File: src/mmdt_defs.vh
// Constants for the multi-mode digital timer: register map, fields, resets, timing.
// Assumes inclusion by the timer, the checker and the testbench; definitions only.
`ifndef MMDT_DEFS_VH
`define MMDT_DEFS_VH
// ----------------------------------------
// Time base
// ----------------------------------------
`define MMDT_CLK_HZ 50000000
`define MMDT_TICK_NS 1000000
`define MMDT_CLK_NS 20
`define MMDT_TICK_CYC (`MMDT_TICK_NS / `MMDT_CLK_NS)
`define MMDT_TIME_W 27
`define MMDT_TIME_MAX 27'h5f5dd18
// ----------------------------------------
// Register word addresses
// ----------------------------------------
`define MMDT_REG_CTRL 4'h0
`define MMDT_REG_TIME 4'h1
`define MMDT_REG_ELAPSED 4'h2
`define MMDT_REG_REMAIN 4'h3
`define MMDT_REG_STATUS 4'h4
// ----------------------------------------
// Control fields
// ----------------------------------------
`define MMDT_CTRL_FUNC_LSB 0
`define MMDT_CTRL_FUNC_MSB 1
`define MMDT_CTRL_RUN_POL 4
`define MMDT_CTRL_OUT_POL 5
`define MMDT_FUNC_OFF 2'h0
`define MMDT_FUNC_PULSE 2'h1
`define MMDT_FUNC_HOLDOFF 2'h2
`define MMDT_FUNC_COUNTDOWN 2'h3
`define MMDT_CTRL_RST 6'h30
`define MMDT_TIME_RST 27'h0000000
`endif

File: src/mmdt_timer.v
// Multi-mode digital timer: pulse, hold-off and countdown with Avalon-MM registers.
// Assumes one 50 MHz clock; run input is asynchronous and is synchronised here.
//
// Summary of operation
// RQ1 - Pulse mode: active trigger edge drives output active, elapsed starts at zero.
// RQ2 - Pulse mode: output stays active for full duration regardless of input.
// RQ3 - Pulse mode: a new trigger edge while running restarts, lengthening the pulse.
// RQ4 - Pulse mode: at duration, output goes inactive and elapsed clears.
// RQ5 - Pulse mode: elapsed shows time since trigger, zero when idle.
// RQ6 - Duration and elapsed range 0 to 99999.000 in millisecond units.
// RQ7 - Trigger polarity high picks rising edge, low picks falling edge.
// RQ8 - Output polarity high means pin high when active, low means pin low.
// RQ9 - Elapsed values clear to zero at reset.
// RQ10 - Hold-off: elapsed counts while input active, output active and frozen at duration.
// RQ11 - Hold-off: input inactive drives output inactive and clears elapsed at once.
// RQ12 - Hold-off: output only after input continuously active for whole duration.
// RQ13 - Hold-off: trigger polarity gives on-delay or off-delay.
// RQ14 - Countdown: output active while remaining time above zero, running or paused.
// RQ15 - Countdown: input active decrements remaining and increments elapsed together.
// RQ16 - Countdown: load with input active starts counting immediately.
// RQ17 - Countdown: load with input inactive activates output but waits for input.
// RQ18 - Countdown: input inactive freezes both counts, output stays active.
// RQ19 - Countdown: at zero remaining, output inactive, elapsed clears, load not kept.
// RQ20 - Countdown: trigger polarity is a level, high counts while input high.
// RQ21 - Countdown: remaining clears at reset, output inactive.
// RQ22 - Off setting stops timing and holds output at inactive level.
// RQ23 - Counts advance one unit per one millisecond tick derived from clock.
//
// The implementer's own choices: the placing of the registers and the Avalon-MM register port.
`timescale 1ns/1ps
`include "mmdt_defs.vh"

module mmdt_timer (
   // Clock, reset, enable
   input wire clk,
   input wire rst,
   input wire clk_en,
   // Avalon-MM slave
   input wire [3:0] avs_address,
   input wire avs_read,
   input wire avs_write,
   input wire [31:0] avs_writedata,
   output reg [31:0] avs_readdata,
   output wire avs_waitrequest,
   // Timer pins
   input wire run_in,
   output reg timer_out
);

   // ----------------------------------------
   // Functions
   // ----------------------------------------
   function [26:0] sat_time;
      input [31:0] v;
      begin
         if (v[31:27] != 5'h00 || v[26:0] > `MMDT_TIME_MAX) begin
            sat_time = `MMDT_TIME_MAX;
         end else begin
            sat_time = v[26:0];
         end
      end
   endfunction

   // Elapsed has met the programmed duration
   function time_up;
      input [26:0] e;
      input [26:0] t;
      begin
         time_up = e >= t;
      end
   endfunction

   // One tick forward, saturating at the range top
   function [26:0] time_inc;
      input [26:0] x;
      begin
         if (x >= `MMDT_TIME_MAX) begin
            time_inc = `MMDT_TIME_MAX;
         end else begin
            time_inc = x + 27'h0000001;
         end
      end
   endfunction

   // Time value is zero
   function time_zero;
      input [26:0] x;
      begin
         time_zero = x == `MMDT_TIME_RST;
      end
   endfunction

   // ----------------------------------------
   // Registers and state
   // ----------------------------------------
   reg [26:0] elapsed_d;
   reg [26:0] remain_d;
   reg running_d;
   reg act_d;
   reg [5:0] ctrl_q;
   reg [26:0] time_q;
   reg [26:0] elapsed_q;
   reg [26:0] remain_q;
   reg running_q;
   reg act_q;
   reg load_q;
   reg [26:0] load_val_q;
   reg [16:0] tick_cnt_q;
   reg tick_q;
   reg run_s1_q;
   reg run_s2_q;
   reg run_prev_q;
   reg ack_q;
   reg [1:0] mode_prev_q;

   wire [1:0] func = ctrl_q[`MMDT_CTRL_FUNC_MSB:`MMDT_CTRL_FUNC_LSB];
   wire run_pol = ctrl_q[`MMDT_CTRL_RUN_POL];
   wire out_pol = ctrl_q[`MMDT_CTRL_OUT_POL];
   wire run_act = run_s2_q ~^ run_pol; // RQ20
   wire run_act_prev = run_prev_q ~^ run_pol;
   wire trig_edge = run_act & ~run_act_prev; // RQ7 RQ13
   wire bus_req = avs_read | avs_write;
   wire mode_chg = func != mode_prev_q;

   // ----------------------------------------
   // Avalon slave, one wait cycle per access
   // ----------------------------------------
   // Waitrequest held until the registered acknowledge so reads see settled state
   assign avs_waitrequest = bus_req & ~ack_q;

   always @(posedge clk) begin
      if (rst) begin
         ack_q <= 1'b0;
         ctrl_q <= `MMDT_CTRL_RST;
         time_q <= `MMDT_TIME_RST;
         load_q <= 1'b0;
         load_val_q <= `MMDT_TIME_RST;
         avs_readdata <= 32'h00000000;
      end else if (clk_en) begin
         ack_q <= bus_req & ~ack_q;
         load_q <= 1'b0;
         // Read data loaded on the wait cycle so it stands when waitrequest drops
         if (bus_req & ~ack_q) begin
            avs_readdata <= 32'h00000000;
            if (avs_read) begin
               case (avs_address)
                  `MMDT_REG_CTRL: avs_readdata <= {26'h0000000, ctrl_q};
                  `MMDT_REG_TIME: avs_readdata <= {5'h00, time_q};
                  `MMDT_REG_ELAPSED: avs_readdata <= {5'h00, elapsed_q};
                  `MMDT_REG_REMAIN: avs_readdata <= {5'h00, remain_q};
                  `MMDT_REG_STATUS: avs_readdata <= {30'h00000000, running_q, act_q};
                  default: avs_readdata <= 32'h00000000;
               endcase
            end
         end
         // Writes land only at the edge where waitrequest is low
         if (avs_write & ack_q) begin
            begin
               case (avs_address)
                  `MMDT_REG_CTRL: ctrl_q <= avs_writedata[5:0];
                  `MMDT_REG_TIME: time_q <= sat_time(avs_writedata); // RQ6
                  `MMDT_REG_REMAIN: begin
                     load_q <= 1'b1;
                     load_val_q <= sat_time(avs_writedata); // RQ6
                  end
                  default: ;
               endcase
            end
         end
      end
   end

   // ----------------------------------------
   // Input synchroniser
   // ----------------------------------------
   always @(posedge clk) begin
      if (rst) begin
         run_s1_q <= 1'b0;
         run_s2_q <= 1'b0;
         run_prev_q <= 1'b0;
      end else if (clk_en) begin
         run_s1_q <= run_in;
         run_s2_q <= run_s1_q;
         run_prev_q <= run_s2_q;
      end
   end

   // ----------------------------------------
   // Time base
   // ----------------------------------------
   // One millisecond tick; resolution is the lowest printed time digit
   always @(posedge clk) begin
      if (rst) begin
         tick_cnt_q <= 17'h00000;
         tick_q <= 1'b0;
      end else if (clk_en) begin
         if (tick_cnt_q == `MMDT_TICK_CYC - 1) begin // RQ23
            tick_cnt_q <= 17'h00000;
            tick_q <= 1'b1;
         end else begin
            tick_cnt_q <= tick_cnt_q + 17'h00001;
            tick_q <= 1'b0;
         end
      end
   end

   // ----------------------------------------
   // Timing engine, next state
   // ----------------------------------------
   always @* begin
      elapsed_d = elapsed_q;
      remain_d = remain_q;
      running_d = running_q;
      act_d = act_q;
      if (mode_chg) begin
         // Switching modes clears elapsed, running and active; the remaining count is kept
         elapsed_d = `MMDT_TIME_RST;
         running_d = 1'b0;
         act_d = 1'b0;
      end else begin
         case (func)
            `MMDT_FUNC_PULSE: begin
               if (trig_edge) begin
                  // Restart from zero so the pulse runs a full duration again
                  running_d = 1'b1; // RQ1 RQ3
                  act_d = 1'b1; // RQ1
                  elapsed_d = `MMDT_TIME_RST; // RQ1 RQ3
               end else if (running_q) begin
                  if (time_up(elapsed_q, time_q)) begin
                     running_d = 1'b0; // RQ4
                     act_d = 1'b0; // RQ4
                     elapsed_d = `MMDT_TIME_RST; // RQ4 RQ5
                  end else if (tick_q) begin
                     elapsed_d = time_inc(elapsed_q); // RQ2 RQ5
                  end
               end else begin
                  act_d = 1'b0;
                  elapsed_d = `MMDT_TIME_RST; // RQ5
               end
            end
            `MMDT_FUNC_HOLDOFF: begin
               if (!run_act) begin
                  running_d = 1'b0; // RQ11
                  act_d = 1'b0; // RQ11
                  elapsed_d = `MMDT_TIME_RST; // RQ11 RQ12
               end else if (time_up(elapsed_q, time_q)) begin
                  running_d = 1'b0;
                  act_d = 1'b1; // RQ10
               end else begin
                  running_d = 1'b1;
                  act_d = 1'b0; // RQ12
                  if (tick_q) begin
                     elapsed_d = time_inc(elapsed_q); // RQ10
                  end
               end
            end
            `MMDT_FUNC_COUNTDOWN: begin
               // A load restarts the count from the new value with fresh elapsed
               if (load_q) begin
                  remain_d = load_val_q; // RQ16 RQ17
                  elapsed_d = `MMDT_TIME_RST;
                  act_d = !time_zero(load_val_q); // RQ17
                  running_d = run_act & !time_zero(load_val_q); // RQ16
               end else if (time_zero(remain_q)) begin
                  act_d = 1'b0; // RQ19
                  running_d = 1'b0;
                  elapsed_d = `MMDT_TIME_RST; // RQ19
               end else begin
                  act_d = 1'b1; // RQ14 RQ18
                  running_d = run_act; // RQ18
                  if (run_act && tick_q) begin
                     remain_d = remain_q - 27'h0000001; // RQ15
                     if (remain_q == 27'h0000001) begin
                        elapsed_d = `MMDT_TIME_RST; // RQ19
                     end else begin
                        elapsed_d = time_inc(elapsed_q); // RQ15
                     end
                  end
               end
            end
            default: begin
               running_d = 1'b0; // RQ22
               act_d = 1'b0; // RQ22
               elapsed_d = `MMDT_TIME_RST;
            end
         endcase
      end
   end

   // ----------------------------------------
   // Timing engine, state
   // ----------------------------------------
   always @(posedge clk) begin
      if (rst) begin
         elapsed_q <= `MMDT_TIME_RST; // RQ9
         remain_q <= `MMDT_TIME_RST; // RQ21
         running_q <= 1'b0;
         act_q <= 1'b0;
         mode_prev_q <= `MMDT_FUNC_OFF;
      end else if (clk_en) begin
         mode_prev_q <= func;
         elapsed_q <= elapsed_d;
         remain_q <= remain_d;
         running_q <= running_d;
         act_q <= act_d;
      end
   end

   // ----------------------------------------
   // Output pin
   // ----------------------------------------
   // Registered, so the pin reflects state one cycle after it changes
   always @(posedge clk) begin
      if (rst) begin
         timer_out <= 1'b0;
      end else if (clk_en) begin
         timer_out <= act_q ~^ out_pol; // RQ8 RQ22
      end
   end

endmodule // mmdt_timer

File: config.mk
export PLATFORM = sky130hd
export DESIGN_NAME = mmdt_timer
export DESIGN_NICKNAME = d
export VERILOG_FILES = /design/src/mmdt_timer.v
export VERILOG_INCLUDE_DIRS = /design/src
export SDC_FILE = /design/constraint.sdc
export NUM_CORES = 1
export LEC_CHECK = 0
export ABC_CLOCK_PERIOD_IN_PS = 4780
export BUFFER_PORTS_ARGS = -buffer_cell sky130_fd_sc_hd__buf_2
export CAP_MARGIN = 20
export CORE_MARGIN = 3
export CORE_UTILIZATION = 45
export CTS_BUF_LIST = sky130_fd_sc_hd__clkbuf_2 sky130_fd_sc_hd__clkbuf_4 sky130_fd_sc_hd__clkbuf_8
export DETAILED_ROUTE_END_ITERATION = 10
export GPL_TIMING_DRIVEN = 1
export HOLD_SLACK_MARGIN = 0.1
export SYNTH_ARGS = -nofsm -noshare
export SYNTH_HDL_FRONTEND = slang
export SYNTH_SLANG_ARGS = --single-unit
File: constraint.sdc
create_clock -name clk -period 4.78 [get_ports clk]
set_clock_uncertainty 0.15 [all_clocks]
set_input_delay 0 -clock clk [delete_from_list [all_inputs] [get_ports clk]]
set_output_delay 0 -clock clk [all_outputs]
set_load 0.005 [all_outputs]
## Word-level counts from Yosys, hierarchy flattened

Cells that the tools add are included.

| storage, ports and cells | value |
|---|---|
| register bits after elaboration | 174 |
| logic and storage cells | 103 |

| operators by class | value |
|---|---|
| bitwise operators | 11 |
| equal/unequal tests | 14 |
| multiplexer cells | 40 |
| reductions and logical operators | 15 |
| $add $sub $neg | 3 |
| magnitude comparators | 3 |

Operators by type and width:

| operator | count |
|---|---|
| 27-bit two-way mux | 17 |
| 27-bit one-hot mux with 5 select lines | 1 |
| 27-bit one-hot mux with 3 select lines | 1 |
| 27-bit logical NOT | 2 |
| 27-bit by 1-bit adder with 27-bit output, second input constant | 1 |
| 27-bit by 1-bit equality test with 1-bit output, second input constant | 1 |
| 27-bit greater-or-equal comparator | 1 |
| 27-bit greater-or-equal comparator, second input constant | 1 |
| 27-bit greater-than comparator, second input constant | 1 |
| 27-bit by 1-bit subtractor with 27-bit output, second input constant | 1 |
| 1-bit two-way mux | 18 |
| 17-bit by 1-bit adder with 17-bit output, second input constant | 1 |
| 17-bit by 16-bit equality test with 1-bit output, second input constant | 1 |
| 17-bit two-way mux | 1 |
| 3-bit AND reduction | 4 |
| 5-bit inequality test, second input constant | 2 |
| 4-bit by 2-bit equality test with 1-bit output, second input constant | 2 |
| 1-bit one-hot mux with 3 select lines | 2 |
| 5-bit AND reduction | 1 |
| 5-bit nonzero test | 1 |
| 1-bit bitwise AND | 4 |
| 2-bit equality test, second input constant | 2 |
| 4-bit by 1-bit equality test with 1-bit output, second input constant | 1 |
| 4-bit by 3-bit equality test with 1-bit output, second input constant | 1 |
| 13 further kinds | 18 |

## Longest topological paths before layout

| depth | value |
|---|---|
| word-level depth | 8 |
| gate-level depth with buffers | 12 |
| depth with buffers taken out | 10 |

## Least setup slack after synthesis

OpenSTA, ideal clock, no wires.

| timing path | value |
|---|---|
| kind | register -> register |
| start | reg elapsed_q[0] |
| end | reg elapsed_q[2] |
| stages on the path, launching flop included | 11 |
| buffers on the path | 0 |
| required time | 4.546 ns |
| arrival | 2.529 ns |
| path slack | 2.017 ns |
| cells stage by stage | dfxtp_1 > inv_1 > ha_1 > nand2b_1 > nand3_1 > a211oi_1 > o311ai_1 > nand3_1 > a211oi_4 > nand2_4 > o31ai_2 |

| between the ends | value |
|---|---|
| cells in the longest elaborated chain, start to end | 8 |
| elaborated cells on any way between the ends | 18 |
| classes of those cells | add/sub (1); order compare (2); eq/ne (1); mux (13); reduce/logical (1) |

Ends and longest elaborated chain:

| item | line | RTL |
|---|---|---|
| start, declared | mmdt_timer.v:102 | `reg [26:0] elapsed_q;` |
| start signal, assigned | mmdt_timer.v:295 | `` elapsed_q <= `MMDT_TIME_RST; `` |
| start signal, assigned | mmdt_timer.v:302 | `elapsed_q <= elapsed_d;` |
| 27-bit by 1-bit adder with 27-bit output or 27-bit greater-or-equal comparator (tied branches) | - |  |
| 27-bit two-way mux | mmdt_timer.v:77 | `` if (x >= `MMDT_TIME_MAX) begin `` |
| 27-bit two-way mux (on tied branches) | mmdt_timer.v:273, mmdt_timer.v:252 |  |
| 27-bit two-way mux (on tied branches) | mmdt_timer.v:271, mmdt_timer.v:229 |  |
| 27-bit two-way mux (on tied branches) | mmdt_timer.v:264, mmdt_timer.v:228 |  |
| 27-bit two-way mux (on tied branches) | mmdt_timer.v:259, mmdt_timer.v:223 |  |
| 27-bit one-hot mux with 3 select lines | mmdt_timer.v:221 | `case (func)` |
| 27-bit two-way mux | mmdt_timer.v:215 | `if (mode_chg) begin` |

Several ways; a longest one is shown, not always the timed one. The select of a mux whose other input is x is not followed.
A chain may end at the register's enable or synchronous reset.

## Worst setup path in the final report

| timing path | value |
|---|---|
| start | in clk_en |
| end | reg load_val_q[24] |

| between the ends | value |
|---|---|
| cells in the longest elaborated chain, start to end | 1 |

Ends and longest elaborated chain:

| item | line | RTL |
|---|---|---|
| start, declared | mmdt_timer.v:37 | `input wire clk_en,` |
| 3-bit AND reduction (no source line) | - |  |
| end signal, assigned | mmdt_timer.v:137 | `` load_val_q <= `MMDT_TIME_RST; `` |
| end signal, assigned | mmdt_timer.v:164 | `load_val_q <= sat_time(avs_writedata);` |
| end, declared | mmdt_timer.v:107 | `reg [26:0] load_val_q;` |

No other way between the ends.

==> impl_metrics.prom <==
# TYPE chip_impl_metric gauge
chip_impl_metric{name="cp.required",unit="ns"} 5.00
chip_impl_metric{name="numCtsBuffers",unit=""} 17
chip_impl_metric{name="ys_seq_elements",unit=""} 169
chip_impl_metric{name="fin_setup_tns",unit="ns"} 0
chip_impl_metric{name="p_sw_share",unit="%"} 26.0
chip_impl_metric{name="fp.dieH",unit="um"} 150
chip_impl_info{name="clockRootBuffer",value="sky130_fd_sc_hd__clkbuf_8"} 1
chip_impl_metric{name="netlist_area",unit="mm^2"} 0.00939
chip_impl_metric{name="cap_viol_max_count",unit=""} 0
chip_impl_metric{name="numClockSinks",unit=""} 169
chip_impl_metric{name="complex_gate_fraction_of_the_synthesized_area",unit="%"} 23.4
chip_impl_metric{name="slew_violations",unit=""} 0
chip_impl_metric{name="clock_path_buffers",unit=""} 2
chip_impl_metric{name="p_sw",unit="uW"} 688
chip_impl_metric{name="via_count_of_the_first_global_routing_pass",unit=""} 8328
chip_impl_metric{name="vias",unit=""} 9315
chip_impl_metric{name="wire_per_inst",unit="um"} 19.3
chip_impl_metric{name="antenna_found_initial",unit=""} 1
chip_impl_metric{name="grt_util_all_layers",unit="%"} 27.0
chip_impl_metric{name="synth.avg_cell_area",unit="um^2"} 7.69
chip_impl_metric{name="std_cell_rows",unit=""} 52
chip_impl_metric{name="overflow",unit=""} 0
chip_impl_metric{name="routed_wl",unit="um"} 30400
chip_impl_metric{name="dp_hpwl",unit="um"} 21600
chip_impl_metric{name="die_x",unit="um"} 150
chip_impl_metric{name="post-route-cell-area",unit="mm^2"} 0.0107
chip_impl_metric{name="worst-path-max-fanout",unit=""} 25
chip_impl_info{name="path_class",value="in2reg"} 1
chip_impl_metric{name="seq_power_share",unit="%"} 53.4
chip_impl_metric{name="fmax",unit="MHz"} 277
chip_impl_info{name="clock_tree_from_tritoncts",value="done"} 1
chip_impl_metric{name="post-route-drc-count",unit=""} 0
chip_impl_metric{name="leakagePower",unit="uW"} 0.00396
chip_impl_metric{name="num_io_pins",unit=""} 76
chip_impl_metric{name="combinationalPowerShare",unit="%"} 5.5
chip_impl_metric{name="yosysWarningCount",unit=""} 0
chip_impl_info{name="type_of_origin_of_the_critical_path",value="primary input"} 1
chip_impl_info{name="rsz0062_at_grt",value="no"} 1
chip_impl_metric{name="ys_types",unit=""} 70
chip_impl_info{name="synth_top_flop_cell",value="sky130_fd_sc_hd__dfxtp_1"} 1
chip_impl_metric{name="synth_mux_area_share",unit="%"} 2.72
chip_impl_metric{name="post_synth_inst_count",unit=""} 1221
chip_impl_metric{name="asyncSetResetFlopFracSynth",unit="%"} 0
chip_impl_metric{name="final_period_minus_worst_setup_slack",unit="ns"} 3.62
chip_impl_metric{name="finalHoldViolCount",unit=""} 0
chip_impl_metric{name="synthSimpleGateAreaFrac",unit="%"} 25.8
chip_impl_metric{name="clock_share_of_power",unit="%"} 41.0
chip_impl_metric{name="resized_cells_post_cts",unit=""} 0
chip_impl_info{name="worst_hold_path_type",value="in2reg"} 1
chip_impl_info{name="combinational_family_with_the_most_area_after_synthesis",value="simple AND/OR/NAND/NOR gates"} 1
chip_impl_metric{name="p_per_area",unit="mW/mm^2"} 247
chip_impl_metric{name="fp.dieArea",unit="mm^2"} 0.0226
chip_impl_metric{name="avgViaCountPerCell",unit=""} 5.94
chip_impl_metric{name="synth_fa_ha_area_share",unit="%"} 4.27
chip_impl_metric{name="wire_length_of_the_first_global_routing_pass",unit="um"} 47600
chip_impl_metric{name="fp.coreArea",unit="mm^2"} 0.0204
chip_impl_info{name="end_kind",value="flip-flop"} 1
chip_impl_metric{name="preCtsSetupSlack",unit="ns"} 1.24
chip_impl_metric{name="synthXorXnorAreaFrac",unit="%"} 1.87
chip_impl_metric{name="initial_core_util",unit="%"} 46.1
chip_impl_metric{name="drt_pre_antenna_iters",unit=""} 6
chip_impl_metric{name="ir_worst_vdd",unit="mV"} 0.168
chip_impl_metric{name="cts_setup_buffers",unit=""} 0
chip_impl_metric{name="detailedRoute.firstIterationViolations",unit=""} 968
chip_impl_metric{name="worst_slack",unit="ns"} 1.16
chip_impl_metric{name="grt_max_degree",unit=""} 91
chip_impl_metric{name="placed_cell_area",unit="mm^2"} 0.00984
chip_impl_metric{name="slew_hr",unit="%"} 29.8
chip_impl_metric{name="antenna_cells",unit=""} 0
chip_impl_metric{name="internal-power",unit="uW"} 1960
chip_impl_metric{name="path_clk_slew",unit="ns"} 0.10
chip_impl_metric{name="nFillCells",unit=""} 2009
chip_impl_metric{name="place.detailed.instances",unit=""} 1491
chip_impl_info{name="run_status",value="complete, no violations"} 1
chip_impl_metric{name="area.growth.synth_to_final",unit="%"} 14.2
chip_impl_metric{name="synth_enable_flop_cells",unit=""} 0
chip_impl_metric{name="worstMarginPinSlew",unit="ns"} 1.05
chip_impl_metric{name="total_power",unit="uW"} 2650
chip_impl_metric{name="gp_routability_congestion",unit=""} 0.901
chip_impl_metric{name="htree_levels",unit=""} 4
chip_impl_metric{name="post_route_cells_drive_above_1_share",unit="%"} 10.8
chip_impl_metric{name="post-route-period-util",unit="%"} 75.6
chip_impl_metric{name="port_buffers",unit=""} 70
chip_impl_metric{name="ant_nets",unit=""} 0
chip_impl_metric{name="finalNonFillerCells",unit=""} 1569
chip_impl_metric{name="finish.net_count",unit=""} 1361
chip_impl_metric{name="finalSetupViolCount",unit=""} 0
chip_impl_metric{name="synth.yosys.seq_area_share",unit="%"} 36.0
chip_impl_metric{name="data_arrival_critical_path",unit="ns"} 3.83
chip_impl_metric{name="worstSkewPairLatency",unit="ns"} 0.47
[registers in the layout, summed over array words and instances, names as in the netlist, 2 cells and up]
signal        cells
elapsed_q        27
remain_q         27
mode_prev_q       2
avs_readdata     27
tick_cnt_q       17
ctrl_q            6
load_val_q       27
time_q           27
[stage by stage]
step / hold slack, ns / util, %
final: 0.171 / 52.6
after global routing: 0.207 / 52.6
after CTS: 0.128 / 52.6
after detailed placement: 0.112 / 48.3
after global placement: 0.0894 / 48.3
after floorplan: -0.0247 / -
[cell usage after synthesis (4+ instances only)]
master / n / area share (%)
sky130_fd_sc_hd__nor3_1: 32 / 1.7
sky130_fd_sc_hd__nand3b_1: 4 / 0.32
sky130_fd_sc_hd__inv_1: 49 / 2.0
sky130_fd_sc_hd__a22oi_1: 36 / 2.9
sky130_fd_sc_hd__a21oi_1: 90 / 4.8
sky130_fd_sc_hd__xnor2_1: 10 / 0.93
sky130_fd_sc_hd__xor2_1: 10 / 0.93
sky130_fd_sc_hd__nor4b_1: 6 / 0.56
sky130_fd_sc_hd__clkbuf_1: 73 / 2.9
sky130_fd_sc_hd__o31ai_1: 6 / 0.48
sky130_fd_sc_hd__or3_1: 4 / 0.27
sky130_fd_sc_hd__and2_1: 7 / 0.47
sky130_fd_sc_hd__nand2_1: 135 / 5.4
sky130_fd_sc_hd__a221oi_1: 8 / 0.75
sky130_fd_sc_hd__nor2b_1: 9 / 0.60
sky130_fd_sc_hd__a211oi_1: 34 / 2.7
sky130_fd_sc_hd__a31oi_1: 9 / 0.60
sky130_fd_sc_hd__mux2i_1: 12 / 1.3
sky130_fd_sc_hd__o21ai_0: 82 / 4.4
sky130_fd_sc_hd__o221ai_1: 4 / 0.37
sky130_fd_sc_hd__o21a_1: 5 / 0.40
sky130_fd_sc_hd__or4_1: 5 / 0.40
sky130_fd_sc_hd__mux4_2: 6 / 1.4
sky130_fd_sc_hd__nor4_1: 19 / 1.3
sky130_fd_sc_hd__buf_4: 6 / 0.48
sky130_fd_sc_hd__dfxtp_1: 169 / 36
sky130_fd_sc_hd__o22ai_1: 5 / 0.33
sky130_fd_sc_hd__nand2b_1: 15 / 1.0
sky130_fd_sc_hd__a22o_1: 25 / 2.3
sky130_fd_sc_hd__and3_1: 11 / 0.73
sky130_fd_sc_hd__nand3_1: 65 / 3.5
sky130_fd_sc_hd__a21o_1: 4 / 0.32
sky130_fd_sc_hd__nor2_1: 156 / 6.2
sky130_fd_sc_hd__ha_1: 32 / 4.3
sky130_fd_sc_hd__nand4_1: 18 / 1.2
sky130_fd_sc_hd__o21ai_1: 7 / 0.37
[power by group through the flow]
| stage | clock network [uW] | logic (uW) | registers, uW |
|---|---|---|---|
| after global placement | 0 | 118 | 1450 |
| after CTS | 1100 | 143 | 1410 |
| after global routing | 1170 | 157 | 1420 |
| final | 1090 | 146 | 1410 |
| after detailed placement | 0 | 118 | 1450 |
| after floorplan | 0 | 70.5 | 1450 |
[cells in the final DEF (no fill, tap or decap), types with 11 or more instances in the layout]
cell type	instances
sky130_fd_sc_hd__and3_1	11
sky130_fd_sc_hd__a22o_1	25
sky130_fd_sc_hd__ha_1	32
sky130_fd_sc_hd__dlygate4sd3_1	47
sky130_fd_sc_hd__a211oi_1	34
sky130_fd_sc_hd__buf_2	69
sky130_fd_sc_hd__buf_4	14
sky130_fd_sc_hd__dfxtp_1	168
sky130_fd_sc_hd__nand4_1	18
sky130_fd_sc_hd__inv_1	49
sky130_fd_sc_hd__nand2b_1	15
sky130_fd_sc_hd__nor2_1	153
sky130_fd_sc_hd__mux2i_1	12
sky130_fd_sc_hd__nor4_1	18
sky130_fd_sc_hd__nand2_1	135
sky130_fd_sc_hd__a22oi_1	36
sky130_fd_sc_hd__nand3_1	65
sky130_fd_sc_hd__a21oi_1	90
sky130_fd_sc_hd__clkbuf_8	18
sky130_fd_sc_hd__o21ai_0	82
sky130_fd_sc_hd__nor3_1	32
[routing by layer]
layer / global-route usage, % / routed length, um / up-vias
met5: 0 / 13 / -
met3: 4.52 / 1970 / 30
met4: 5.58 / 399 / 2
li1: - / - / 4526
met2: 40.8 / 13300 / 320
met1: 40.4 / 14600 / 4437
[final cells by class]
cell class              count  area [um^2]  share of cell area [%]
well taps                 270          338                    3.15
clock buffers              18          248                    2.31
inverters                  49          184                    1.72
flip-flops and latches    169         3380                    31.6
multi-input cells         920         5480                    51.1
repair buffers            130          921                    8.59
clock inverters            13          163                    1.52
[worst max-delay path, stage by stage]
cell	delay [ns]
sky130_fd_sc_hd__dlygate4sd3_1	0.52
sky130_fd_sc_hd__buf_2	0.43
sky130_fd_sc_hd__nand2_1	0.10
sky130_fd_sc_hd__nor4b_1	0.32
sky130_fd_sc_hd__buf_4	0.23
sky130_fd_sc_hd__nand3_1	0.66
sky130_fd_sc_hd__nor3_1	0.36
sky130_fd_sc_hd__dlygate4sd3_1	0.59
sky130_fd_sc_hd__nor3_1	0.05
sky130_fd_sc_hd__dlygate4sd3_1	0.57
[path summary, 6_finish.rpt]
check                                                start                     endpoint  slack, ns  cells after the start
worst min-delay path                     avs_writedata[27]   load_val_q[3]$_SDFFE_PP0P_       0.17                      5
worst max-delay path                                clk_en  load_val_q[24]$_SDFFE_PP0P_       1.16                     10
worst max register to register  elapsed_q[10]$_SDFFE_PP0P_   elapsed_q[26]$_SDFFE_PP0P_       1.21                      8
worst min register to register     time_q[17]$_SDFFE_PP0P_      time_q[17]$_SDFFE_PP0P_       0.30                      2
[repair_timing]
item | CTS | global route
setup endpoints to repair | 0 | 0
hold endpoints to repair | 114 | 0
hold buffers | 47 | 0
[cell families (layout without fill, tap and decap cells)]
| group | Yosys count | in the layout |
|---|---|---|
| simple gates | 507 | 507 |
| compound gates | 338 | 338 |
| flops | 169 | 169 |
| buf+inv | 136 | 210 |
| fa+ha+maj | 32 | 32 |
| xor+xnor | 20 | 20 |
| mux | 18 | 18 |
| other cells | 1 | 5 |
Note: power is estimated with default switching activity, not from simulation.
